`src/design/set_pkg.sv`:
```
`default_nettype none
package set_pkg;
  // ==========================================================
  // Sizes
  localparam int NEV  = 4;
  localparam int NOUT = 4;
  localparam int NMR  = 4;
  localparam int NIN  = 8;
  localparam int HW   = 16;

  // ==========================================================
  // Register byte offsets
  localparam logic [11:0] A_CONFIG = 12'h000;
  localparam logic [11:0] A_CTRL   = 12'h004;
  localparam logic [11:0] A_COUNT  = 12'h008;
  localparam logic [11:0] A_STATE  = 12'h00C;
  localparam logic [11:0] A_FLAG   = 12'h010;
  localparam logic [11:0] A_IEN    = 12'h014;
  localparam logic [11:0] A_OUT    = 12'h018;
  localparam logic [11:0] A_LIMIT  = 12'h01C;
  localparam logic [11:0] A_HALT   = 12'h020;
  localparam logic [5:0]  A_EVREG  = 6'h01;
  localparam logic [7:0]  A_MATCH  = 8'h08;
  localparam logic [7:0]  A_CAPT   = 8'h09;
  localparam logic [1:0]  W_MASK   = 2'h0;
  localparam logic [1:0]  W_CTRL   = 2'h1;
  localparam logic [1:0]  W_ACT    = 2'h2;

  // ==========================================================
  // Field positions
  localparam int CF_UNIFY   = 0;
  localparam int CT_HALT_L  = 0;
  localparam int CT_UP_DOWN_COUNTING_L = 1;
  localparam int CT_HALT_H  = 16;
  localparam int CT_UP_DOWN_COUNTING_H = 17;
  localparam int ST_H       = 16;
  localparam int SEL_H      = 16;
  localparam int EV_MSEL    = 0;
  localparam int EV_USEH    = 2;
  localparam int EV_MEN     = 3;
  localparam int EV_IOC     = 4;
  localparam int EV_IOS     = 6;
  localparam int EV_LOAD    = 9;
  localparam int EV_STCH    = 10;
  localparam int EV_DIR     = 11;
  localparam int EV_SV      = 16;
  localparam int AC_SET     = 0;
  localparam int AC_CLR     = 4;
  localparam int AC_TOG     = 8;
  localparam int AC_CAP     = 12;

  // ==========================================================
  // Reset values
  localparam logic RST_HALT = 1'b1;

  // ==========================================================
  // Carriers
  typedef struct packed {
    logic        psel;
    logic        penable;
    logic        pwrite;
    logic [11:0] paddr;
    logic [31:0] pwdata;
  } apb_req_t;

  typedef struct packed {
    logic        pready;
    logic        pslverr;
    logic [31:0] prdata;
  } apb_rsp_t;

  typedef struct packed {
    logic                     unify;
    logic                     halt_l;
    logic                     halt_h;
    logic                     up_down_counting_l;
    logic                     up_down_counting_h;
    logic                     dn_l;
    logic                     dn_h;
    logic [31:0]              cnt;
    logic [4:0]               st_l;
    logic [4:0]               st_h;
    logic [NEV-1:0]           flags;
    logic [NEV-1:0]           ien;
    logic [NOUT-1:0]          outs;
    logic [NEV-1:0]           lim_l;
    logic [NEV-1:0]           lim_h;
    logic [NEV-1:0]           hlt_l;
    logic [NEV-1:0]           hlt_h;
    logic [NEV-1:0][31:0]     ev_mask;
    logic [NEV-1:0][31:0]     ev_ctrl;
    logic [NEV-1:0][15:0]     ev_act;
    logic [NMR-1:0][31:0]     mr;
    logic [NMR-1:0][31:0]     cr;
    logic [31:0]              prdata;
  } state_t;
endpackage
`default_nettype wire

```
`src/design/state_event_timer.sv`:
```
// Contract
// Counter runs as two 16-bit halves or one unified 32-bit counter.
// State writes take effect only while the matching counter is halted.
// Current state holds values zero through thirty-one.
// Firing event loads or adds its state value per load-method flag.
// Highest-numbered firing state-changing event decides next state.
// Event fires only while current state's bit in its mask is set.
// Match events compare a selected match register; inputs/outputs may combine.
// Selected firing event copies the counter into assigned capture register.
// Selected firing event drives an output to its active level.
// Selected firing event drives an output to its inactive level.
// Selected firing event inverts an output's present level.
// Limit event zeroes counter or reverses direction in bidirectional mode.
// In bidirectional mode event may be limited to up, down or both.
// Firing event sets its status flag; enabled flag raises interrupt.
// Software clears any subset of status flags with a bit mask.
// Software halts or releases each counter through control bits.
// Halt event halts counter and blocks events until software releases.
// Unify bit set to one selects unified 32-bit operation.
// All event effects land on the same rising edge as detection.
// Reset clears counters, state, flags, enables and leaves counters halted.
`default_nettype none
module state_event_timer
  import set_pkg::*;
(
  input  wire logic            clk_i,
  input  wire logic            nrst_i,
  input  wire apb_req_t        apb_i,
  output apb_rsp_t             apb_o,
  input  wire logic [NIN-1:0]  in_i,
  output logic [NOUT-1:0]      out_o,
  output logic                 irq_o
);

  state_t         r;
  state_t         n;
  logic [NEV-1:0] fire;

  // ==========================================================
  // Counter step
  function automatic logic [32:0] adv(input logic [31:0] v, input logic bd,
                                      input logic dn, input logic lim);
    logic nd;
    nd = dn;
    // limit action
    if (lim && bd)
      nd = ~dn;
    if (bd && dn && (v == 32'h0000_0000) && !lim)
      nd = 1'b0;
    if (lim && !bd)
      adv = {nd, 32'h0000_0000};
    else
      adv = {nd, nd ? v - 32'h0000_0001 : v + 32'h0000_0001};
  endfunction

  // ==========================================================
  // Address decode
  function automatic logic mapped(input logic [11:0] a);
    mapped = 1'b0;
    if (a[1:0] == 2'h0) begin
      if (a <= A_HALT)
        mapped = 1'b1;
      if ((a[11:6] == A_EVREG) && (a[3:2] != 2'h3))
        mapped = 1'b1;
      if ((a[11:4] == A_MATCH) || (a[11:4] == A_CAPT))
        mapped = 1'b1;
    end
  endfunction

  assign apb_o.pready  = 1'b1;
  assign apb_o.pslverr = apb_i.psel & apb_i.penable & ~mapped(apb_i.paddr);
  assign apb_o.prdata  = r.prdata;
  assign out_o         = r.outs;
  // interrupt request
  assign irq_o         = |(r.flags & r.ien);

  // ==========================================================
  // Next state
  always_comb begin
    logic            hs;
    logic            bd;
    logic            dn;
    logic            io_ok;
    logic            dir_ok;
    logic            mt;
    logic            wr;
    logic [4:0]      st;
    logic [4:0]      sv;
    logic [31:0]     cv;
    logic [31:0]     mv;
    logic [31:0]     ec;
    logic [31:0]     rd;
    logic [31:0]     wd;
    logic [11:0]     a;
    logic [32:0]     s;
    logic [NOUT-1:0] sm;
    logic [NOUT-1:0] cm;
    logic [NOUT-1:0] tm;
    hs     = 1'b0;
    bd     = 1'b0;
    dn     = 1'b0;
    io_ok  = 1'b0;
    dir_ok = 1'b0;
    mt     = 1'b0;
    st     = 5'h00;
    sv     = 5'h00;
    cv     = 32'h0000_0000;
    mv     = 32'h0000_0000;
    ec     = 32'h0000_0000;
    rd     = 32'h0000_0000;
    s      = 33'h0_0000_0000;
    sm     = '0;
    cm     = '0;
    tm     = '0;
    fire   = '0;
    n      = r;
    a      = apb_i.paddr;
    wd     = apb_i.pwdata;
    // Refused addresses must not reach the event or match registers
    wr     = apb_i.psel & apb_i.penable & apb_i.pwrite & mapped(apb_i.paddr);

    // ========================================================
    // Software writes
    if (wr) begin
      case (a)
        // unify select
        A_CONFIG: n.unify = wd[CF_UNIFY];
        A_CTRL: begin
          // halt and release
          n.halt_l  = wd[CT_HALT_L];
          n.up_down_counting_l = wd[CT_UP_DOWN_COUNTING_L];
          n.halt_h  = wd[CT_HALT_H];
          n.up_down_counting_h = wd[CT_UP_DOWN_COUNTING_H];
        end
        A_COUNT: begin
          if (r.unify) begin
            if (r.halt_l)
              n.cnt = wd;
          end else begin
            if (r.halt_l)
              n.cnt[15:0] = wd[15:0];
            if (r.halt_h)
              n.cnt[31:16] = wd[31:16];
          end
        end
        A_STATE: begin
          // halted-only state write
          if (r.halt_l)
            n.st_l = wd[4:0];
          if (r.halt_h && !r.unify)
            n.st_h = wd[ST_H+:5];
        end
        // mask clear
        A_FLAG: n.flags = r.flags & ~wd[NEV-1:0];
        A_IEN:  n.ien = wd[NEV-1:0];
        A_OUT:  n.outs = wd[NOUT-1:0];
        A_LIMIT: begin
          n.lim_l = wd[NEV-1:0];
          n.lim_h = wd[SEL_H+:NEV];
        end
        A_HALT: begin
          n.hlt_l = wd[NEV-1:0];
          n.hlt_h = wd[SEL_H+:NEV];
        end
        default: begin
          if (a[11:6] == A_EVREG) begin
            if (a[3:2] == W_MASK)
              n.ev_mask[a[5:4]] = wd;
            if (a[3:2] == W_CTRL)
              n.ev_ctrl[a[5:4]] = wd;
            if (a[3:2] == W_ACT)
              n.ev_act[a[5:4]] = wd[15:0];
          end
          if (a[11:4] == A_MATCH)
            n.mr[a[3:2]] = wd;
        end
      endcase
    end

    // ========================================================
    // Event evaluation and actions
    for (int e = 0; e < NEV; e++) begin
      ec = r.ev_ctrl[e];
      // half selection
      hs = ec[EV_USEH] & ~r.unify;
      // five-bit state
      st = hs ? r.st_h : r.st_l;
      bd = hs ? r.up_down_counting_h : r.up_down_counting_l;
      dn = hs ? r.dn_h : r.dn_l;
      cv = r.unify ? r.cnt : (hs ? {16'h0000, r.cnt[31:16]} : {16'h0000, r.cnt[15:0]});
      mv = r.mr[ec[EV_MSEL+:2]];
      if (!r.unify)
        mv = hs ? {16'h0000, mv[31:16]} : {16'h0000, mv[15:0]};
      // match and io condition
      mt = (cv == mv);
      unique case (ec[EV_IOC+:2])
        2'h0: io_ok = 1'b1;
        2'h1: io_ok = in_i[ec[EV_IOS+:3]];
        2'h2: io_ok = ~in_i[ec[EV_IOS+:3]];
        2'h3: io_ok = r.outs[ec[EV_IOS+:2]];
      endcase
      // direction qualifier
      dir_ok = ~bd | (ec[EV_DIR+:2] == 2'h0) | ((ec[EV_DIR+:2] == 2'h1) & ~dn)
             | ((ec[EV_DIR+:2] == 2'h2) & dn);
      // state mask, R17 halted blocks
      fire[e] = ~(hs ? r.halt_h : r.halt_l) & r.ev_mask[e][st] & dir_ok & io_ok
              & (ec[EV_MEN] ? mt : (ec[EV_IOC+:2] != 2'h0));
      if (fire[e]) begin
        sm = sm | r.ev_act[e][AC_SET+:NOUT];
        cm = cm | r.ev_act[e][AC_CLR+:NOUT];
        tm = tm | r.ev_act[e][AC_TOG+:NOUT];
        // capture
        for (int m = 0; m < NMR; m++) begin
          if (r.ev_act[e][AC_CAP+m]) begin
            if (r.unify)
              n.cr[m] = r.cnt;
            else if (hs)
              n.cr[m][31:16] = r.cnt[31:16];
            else
              n.cr[m][15:0] = r.cnt[15:0];
          end
        end
        // load or add, R05 later event overrides
        if (ec[EV_STCH]) begin
          sv = ec[EV_SV+:5];
          if (hs)
            n.st_h = ec[EV_LOAD] ? sv : st + sv;
          else
            n.st_l = ec[EV_LOAD] ? sv : st + sv;
        end
      end
    end

    // set, R10 clear wins, R11 toggle
    n.outs = ((n.outs ^ (tm & ~sm & ~cm)) | sm) & ~cm;
    if (fire != '0)
      n.outs = ((r.outs ^ (tm & ~sm & ~cm)) | sm) & ~cm;
    // flag set wins
    n.flags = n.flags | fire;

    // ========================================================
    // Counters
    // same-edge effects
    if (r.unify) begin
      if (!r.halt_l) begin
        s = adv(r.cnt, r.up_down_counting_l, r.dn_l, |(fire & r.lim_l));
        n.cnt  = s[31:0];
        n.dn_l = s[32];
      end
    end else begin
      if (!r.halt_l) begin
        s = adv({16'h0000, r.cnt[15:0]}, r.up_down_counting_l, r.dn_l, |(fire & r.lim_l));
        n.cnt[15:0] = s[15:0];
        n.dn_l      = s[32];
      end
      if (!r.halt_h) begin
        s = adv({16'h0000, r.cnt[31:16]}, r.up_down_counting_h, r.dn_h, |(fire & r.lim_h));
        n.cnt[31:16] = s[15:0];
        n.dn_h       = s[32];
      end
    end
    // halt event
    n.halt_l = n.halt_l | (|(fire & r.hlt_l));
    n.halt_h = n.halt_h | (|(fire & r.hlt_h) & ~r.unify);

    // ========================================================
    // Read data, latched in setup phase
    case (a)
      A_CONFIG: rd[CF_UNIFY] = r.unify;
      A_CTRL: begin
        rd[CT_HALT_L]  = r.halt_l;
        rd[CT_UP_DOWN_COUNTING_L] = r.up_down_counting_l;
        rd[CT_HALT_H]  = r.halt_h;
        rd[CT_UP_DOWN_COUNTING_H] = r.up_down_counting_h;
      end
      A_COUNT: rd = r.cnt;
      A_STATE: begin
        rd[4:0]     = r.st_l;
        rd[ST_H+:5] = r.st_h;
      end
      A_FLAG: rd[NEV-1:0] = r.flags;
      A_IEN:  rd[NEV-1:0] = r.ien;
      A_OUT:  rd[NOUT-1:0] = r.outs;
      A_LIMIT: begin
        rd[NEV-1:0]    = r.lim_l;
        rd[SEL_H+:NEV] = r.lim_h;
      end
      A_HALT: begin
        rd[NEV-1:0]    = r.hlt_l;
        rd[SEL_H+:NEV] = r.hlt_h;
      end
      default: begin
        if (a[11:6] == A_EVREG) begin
          if (a[3:2] == W_MASK)
            rd = r.ev_mask[a[5:4]];
          if (a[3:2] == W_CTRL)
            rd = r.ev_ctrl[a[5:4]];
          if (a[3:2] == W_ACT)
            rd[15:0] = r.ev_act[a[5:4]];
        end
        if (a[11:4] == A_MATCH)
          rd = r.mr[a[3:2]];
        if (a[11:4] == A_CAPT)
          rd = r.cr[a[3:2]];
      end
    endcase
    if (!mapped(a))
      rd = 32'h0000_0000;
    if (apb_i.psel && !apb_i.penable && !apb_i.pwrite)
      n.prdata = rd;
  end

  // ==========================================================
  // State register
  always_ff @(posedge clk_i or negedge nrst_i) begin
    if (!nrst_i) begin
      // reset values
      r        <= '0;
      r.halt_l <= RST_HALT;
      r.halt_h <= RST_HALT;
    end else begin
      r <= n;
    end
  end

endmodule // state_event_timer
`default_nettype wire

```
`config.mk`:
```
export PLATFORM = sky130hd
export DESIGN_NAME = state_event_timer
export DESIGN_NICKNAME = d
export VERILOG_FILES = /design/src/design/set_pkg.sv /design/src/design/state_event_timer.sv
export SDC_FILE = /design/constraint.sdc
export NUM_CORES = 2
export LEC_CHECK = 0
export BUFFER_PORTS_ARGS = -buffer_cell sky130_fd_sc_hd__buf_2
export CAP_MARGIN = 20
export CORE_MARGIN = 2
export CORE_UTILIZATION = 55
export DETAILED_ROUTE_END_ITERATION = 10
export PLACE_DENSITY = 0.71
export SLEW_MARGIN = 25
export SYNTH_ARGS = -nofsm -noshare
export SYNTH_HDL_FRONTEND = slang
export SYNTH_SLANG_ARGS = --single-unit
```
`constraint.sdc`:
```
create_clock -name clk_i -period 14.5 [get_ports clk_i]
set_input_delay 1.45 -clock clk_i [delete_from_list [all_inputs] [get_ports clk_i]]
set_output_delay 1.45 -clock clk_i [all_outputs]
set_load 0.05 [all_outputs]
```
==> run_summary.xml <==
<?xml version="1.0" encoding="UTF-8"?>
<metrics>
  <group name="floorplanning">
    <metric name="core.rowCount" unit="">103</metric>
    <metric name="ios" unit="">96</metric>
    <metric name="die_height" unit="µm">285</metric>
    <metric name="die_width" unit="µm">285</metric>
    <metric name="start_util" unit="%">55.4</metric>
    <metric name="placeableCoreArea" unit="µm²">78600</metric>
    <metric name="fp.dieArea" unit="µm²">81400</metric>
  </group>
  <group name="drt">
    <metric name="vias" unit="">32700</metric>
    <metric name="drt-pass1-iter-count" unit="">7</metric>
    <metric name="avgViaCountPerCell" unit="">7.02</metric>
    <metric name="antenna_violation_net_count_after_detailed_routing" unit="">0</metric>
    <metric name="post-route-drc-count" unit="">0</metric>
    <metric name="wl_per_cell" unit="µm">30.1</metric>
    <metric name="postRouteWirelength" unit="µm">140000</metric>
    <metric name="detail_route.iter0.violations" unit="">4371</metric>
  </group>
  <group name="setup_path">
    <metric name="rr_worst_depth" unit="">27</metric>
    <metric name="worstPathArrival" unit="ps">9480</metric>
    <metric name="worst-endpoint-required" unit="ps">15020</metric>
    <metric name="critical_path_class" unit="">reg2reg</metric>
    <metric name="reg2reg_from" unit="">r[684]$_DFFE_PN0P_</metric>
    <metric name="capture_instance_of_the_worst_register_to_register_path" unit="">r[677]$_DFF_PN0_</metric>
    <metric name="r2r_setup_slack" unit="ps">5540</metric>
    <metric name="critPathLaunchType" unit="">flip-flop</metric>
    <metric name="crit_path_max_fanout" unit="">50</metric>
    <metric name="setup_crit_end_kind" unit="">flip-flop</metric>
  </group>
  <group name="power_and_ir_drop">
    <metric name="power.switching_fraction" unit="%">31.0</metric>
    <metric name="power_frac_comb" unit="%">17.7</metric>
    <metric name="p_seq_share" unit="%">42.4</metric>
    <metric name="power_report.internal_total" unit="mW">3.56</metric>
    <metric name="p_clk_share" unit="%">39.8</metric>
    <metric name="switchingPower" unit="mW">1.60</metric>
    <metric name="cellPowerDensity" unit="nW/µm²">110</metric>
    <metric name="leakagePower" unit="nW">21.4</metric>
    <metric name="vdd.ir_drop.worst" unit="V">0.000125</metric>
  </group>
  <group name="global_route">
    <metric name="met1_usage_grt" unit="%">48.6</metric>
    <metric name="antenna_found_initial" unit="">2</metric>
    <metric name="use_met3" unit="%">8.74</metric>
    <metric name="grtUsageTotal" unit="%">34.5</metric>
    <metric name="vias_in_the_first_global_route" unit="">32100</metric>
    <metric name="gr-max-usage-layer" unit="">met2</metric>
    <metric name="grt_start_max_net_pins" unit="">156</metric>
    <metric name="grt_remaining_overflow" unit="">0</metric>
    <metric name="grt_util_met2" unit="%">51.1</metric>
    <metric name="wire_length_of_the_first_global_routing_pass" unit="µm">211000</metric>
  </group>
  <group name="sta">
    <metric name="tns" unit="ps">0</metric>
    <metric name="finalHoldViolations" unit="">0</metric>
    <metric name="fmax" unit="GHz">0.112</metric>
    <metric name="grt_setup_unrepaired" unit="">no</metric>
    <metric name="timing.max_slew.rel_slack" unit="%">27.8</metric>
    <metric name="post-route-period-util" unit="%">61.8</metric>
    <metric name="fin_crit" unit="ps">8960</metric>
    <metric name="setup_viol" unit="">0</metric>
    <metric name="fin_worst_skew" unit="ps">31.6</metric>
    <metric name="worst_slew_pin_slew" unit="ps">1070</metric>
    <metric name="finalMaxSlewViolations" unit="">0</metric>
  </group>
  <group name="placed_design">
    <metric name="port_buffers" unit="">94</metric>
    <metric name="gpl.final_weighted_congestion" unit="">1.02</metric>
    <metric name="dp.cells" unit="">4517</metric>
    <metric name="dp_hpwl" unit="µm">95000</metric>
    <metric name="post_dp_cell_area" unit="µm²">44500</metric>
  </group>
  <group name="logic_synthesis">
    <metric name="synth-edff-count" unit="">0</metric>
    <metric name="netlist.top_cell.by_area" unit="">sky130_fd_sc_hd__dfrtp_1</metric>
    <metric name="synth.top_cells.by_area" unit="">sky130_fd_sc_hd__dfrtp_1, sky130_fd_sc_hd__mux2_2, sky130_fd_sc_hd__mux4_2, sky130_fd_sc_hd__mux2i_1, sky130_fd_sc_hd__xnor2_1</metric>
    <metric name="sequential_share_of_the_synthesized_area" unit="%">39.4</metric>
    <metric name="syn_inst" unit="">3632</metric>
    <metric name="synth.net_count" unit="">3770</metric>
    <metric name="syn-cell-area" unit="µm²">43500</metric>
    <metric name="postSynth.asyncResetShare" unit="%">100</metric>
    <metric name="synth_top_area_share" unit="%">39.3</metric>
    <metric name="postSynth.topFlopCell" unit="">sky130_fd_sc_hd__dfrtp_1</metric>
    <metric name="postSynthAreaPerCell" unit="µm²">12.0</metric>
    <metric name="yosys_warnings" unit="">0</metric>
    <metric name="synth.ff_latch_count" unit="">685</metric>
    <metric name="yosys.cell_types.count" unit="">93</metric>
  </group>
  <group name="hold_path">
    <metric name="whs_path_depth" unit="">2</metric>
    <metric name="timing.hold.worst_endpoint" unit="">r[132]$_DFF_PN0_</metric>
    <metric name="holdCritPathClass" unit="">reg2reg</metric>
    <metric name="min-delay-start" unit="">r[132]$_DFF_PN0_</metric>
  </group>
  <group name="layout">
    <metric name="final_common_cell" unit="">sky130_fd_sc_hd__dfrtp_1</metric>
    <metric name="post_route_cells_drive_above_1_share" unit="%">33.6</metric>
    <metric name="synthToLayoutAreaGrowth" unit="%">8.39</metric>
    <metric name="fin_cells" unit="">4656</metric>
    <metric name="postLayoutCellArea" unit="µm²">47200</metric>
    <metric name="nNetsFinal" unit="">3683</metric>
    <metric name="layout_common_cells" unit="">sky130_fd_sc_hd__dfrtp_1, sky130_fd_sc_hd__mux2_2, sky130_fd_sc_hd__mux4_2</metric>
  </group>
  <group name="clock_network">
    <metric name="clock_tree.buffer_depth" unit="">3</metric>
    <metric name="postcts_resize_cnt" unit="">0</metric>
    <metric name="cts_root_buffer" unit="">sky130_fd_sc_hd__clkbuf_16</metric>
    <metric name="insertion_delay" unit="ps">650</metric>
    <metric name="clock_tree.htree_level_count" unit="">3</metric>
    <metric name="tritoncts.num_buffers" unit="">76</metric>
    <metric name="cts.sinks" unit="">685</metric>
    <metric name="tritoncts_clock_tree" unit="">done</metric>
    <metric name="clock_pin_slew_on_the_worst_setup_and_hold_paths" unit="ps">60</metric>
    <metric name="postCtsHoldBufs" unit="">0</metric>
    <metric name="cts_setup_buffers" unit="">0</metric>
  </group>
  <group name="run">
    <metric name="max_cap_viol_count" unit="">0</metric>
  </group>
  <group name="status">
    <metric name="run_status" unit="">completed</metric>
  </group>
</metrics>
[metrics by stage]
stage / setup WS [ps] / power [mW] / util, % / hold slack [ps]
CTS: 5650 / 5.16 / 60.0 / 480
global route: 5090 / 5.34 / 60.0 / 499
finish: 5540 / 5.17 / 60.0 / 479
detailed placement: 5720 / 3.11 / 56.6 / 466
global placement: 5860 / 3.10 / 56.6 / 457
floorplan: 7120 / 2.75 / - / 444
[worst max-delay path: stages, from the launching register on]
cell and delay [ps]:
sky130_fd_sc_hd__dfrtp_2 410, sky130_fd_sc_hd__buf_4 290, sky130_fd_sc_hd__nor2b_2 710, sky130_fd_sc_hd__buf_4 320, sky130_fd_sc_hd__mux2i_4 550, sky130_fd_sc_hd__mux4_2 580, sky130_fd_sc_hd__a221o_1 370, sky130_fd_sc_hd__a21oi_2 160
sky130_fd_sc_hd__nor3b_1 120, sky130_fd_sc_hd__and4_1 210, sky130_fd_sc_hd__a221o_1 320, sky130_fd_sc_hd__o311a_1 360, sky130_fd_sc_hd__a211oi_4 410, sky130_fd_sc_hd__inv_1 80, sky130_fd_sc_hd__buf_4 260, sky130_fd_sc_hd__ha_1 310
sky130_fd_sc_hd__a21o_1 170, sky130_fd_sc_hd__a21o_1 200, sky130_fd_sc_hd__a2111oi_0 700, sky130_fd_sc_hd__o21ai_0 290, sky130_fd_sc_hd__a221oi_1 590, sky130_fd_sc_hd__o211ai_1 290, sky130_fd_sc_hd__nand3_1 150, sky130_fd_sc_hd__a31oi_1 120
sky130_fd_sc_hd__o21a_1 190, sky130_fd_sc_hd__nor2_1 120, sky130_fd_sc_hd__xnor3_1 240, sky130_fd_sc_hd__a221o_1 300
[cells by family (layout without fill, tap and decap cells)]
group                      after synthesis  in the layout  synth area share (%)
muxes                                 1069           1069                  34.0
DFF                                    685            685                  39.4
and+or+nand+nor                        618            618                  6.73
AOI/OAI and AO/OA                      602            602                  9.52
buffers and inverters                  379            352                  3.87
xor gates and xnor gates               197            197                  4.06
adders and majority gates               81             81                  2.45
other                                    1              2               0.00862
[power by group through the flow]
stage | logic, mW | clock network (mW) | registers [mW]
final | 0.917 | 2.06 | 2.19
after global routing | 0.993 | 2.15 | 2.19
after CTS | 0.903 | 2.08 | 2.18
after detailed placement | 0.897 | 0 | 2.21
after global placement | 0.888 | 0 | 2.21
after floorplan | 0.716 | 0 | 2.04
[cell type report]
cell class,count,area [µm²]
well taps,1050,1310
multi-input cells,2568,24800
clock inverters,22,328
inverters,48,180
flip-flops and latches,685,17200
diodes,1,2.50
clock buffers,116,2330
repair buffers,166,1060
fillers,6304,31400
[synthesized netlist by cell type (all sizes together) (47+ instances only)]
cell type / number
nor3: 56
mux2: 623
buf: 137
xor2: 85
a21oi: 134
clkbuf: 194
mux4: 261
nand3: 47
nand2: 241
mux2i: 185
xnor2: 109
o21ai: 135
dfrtp: 683
nor2: 114
ha: 74
[how the worst max path moves through the flow]
stage / startpoint / to / slack [ps] / depth (start not counted)
after floorplan: in_i[7] / r[677]$_DFF_PN0_ / 7120 / 24
after global placement: r[684]$_DFFE_PN0P_ / r[677]$_DFF_PN0_ / 5860 / 27
after detailed placement: r[684]$_DFFE_PN0P_ / r[677]$_DFF_PN0_ / 5720 / 27
after CTS: r[684]$_DFFE_PN0P_ / r[677]$_DFF_PN0_ / 5650 / 27
after global routing: r[684]$_DFFE_PN0P_ / r[677]$_DFF_PN0_ / 5090 / 27
final: r[684]$_DFFE_PN0P_ / r[677]$_DFF_PN0_ / 5540 / 27
[per-layer routing]
layer,wire length (µm),up-vias
met5,0,-
met4,6560,0
met3,16000,368
met2,60900,1977
met1,56700,16800
li1,-,13500
(Power assumes the default switching activity.)
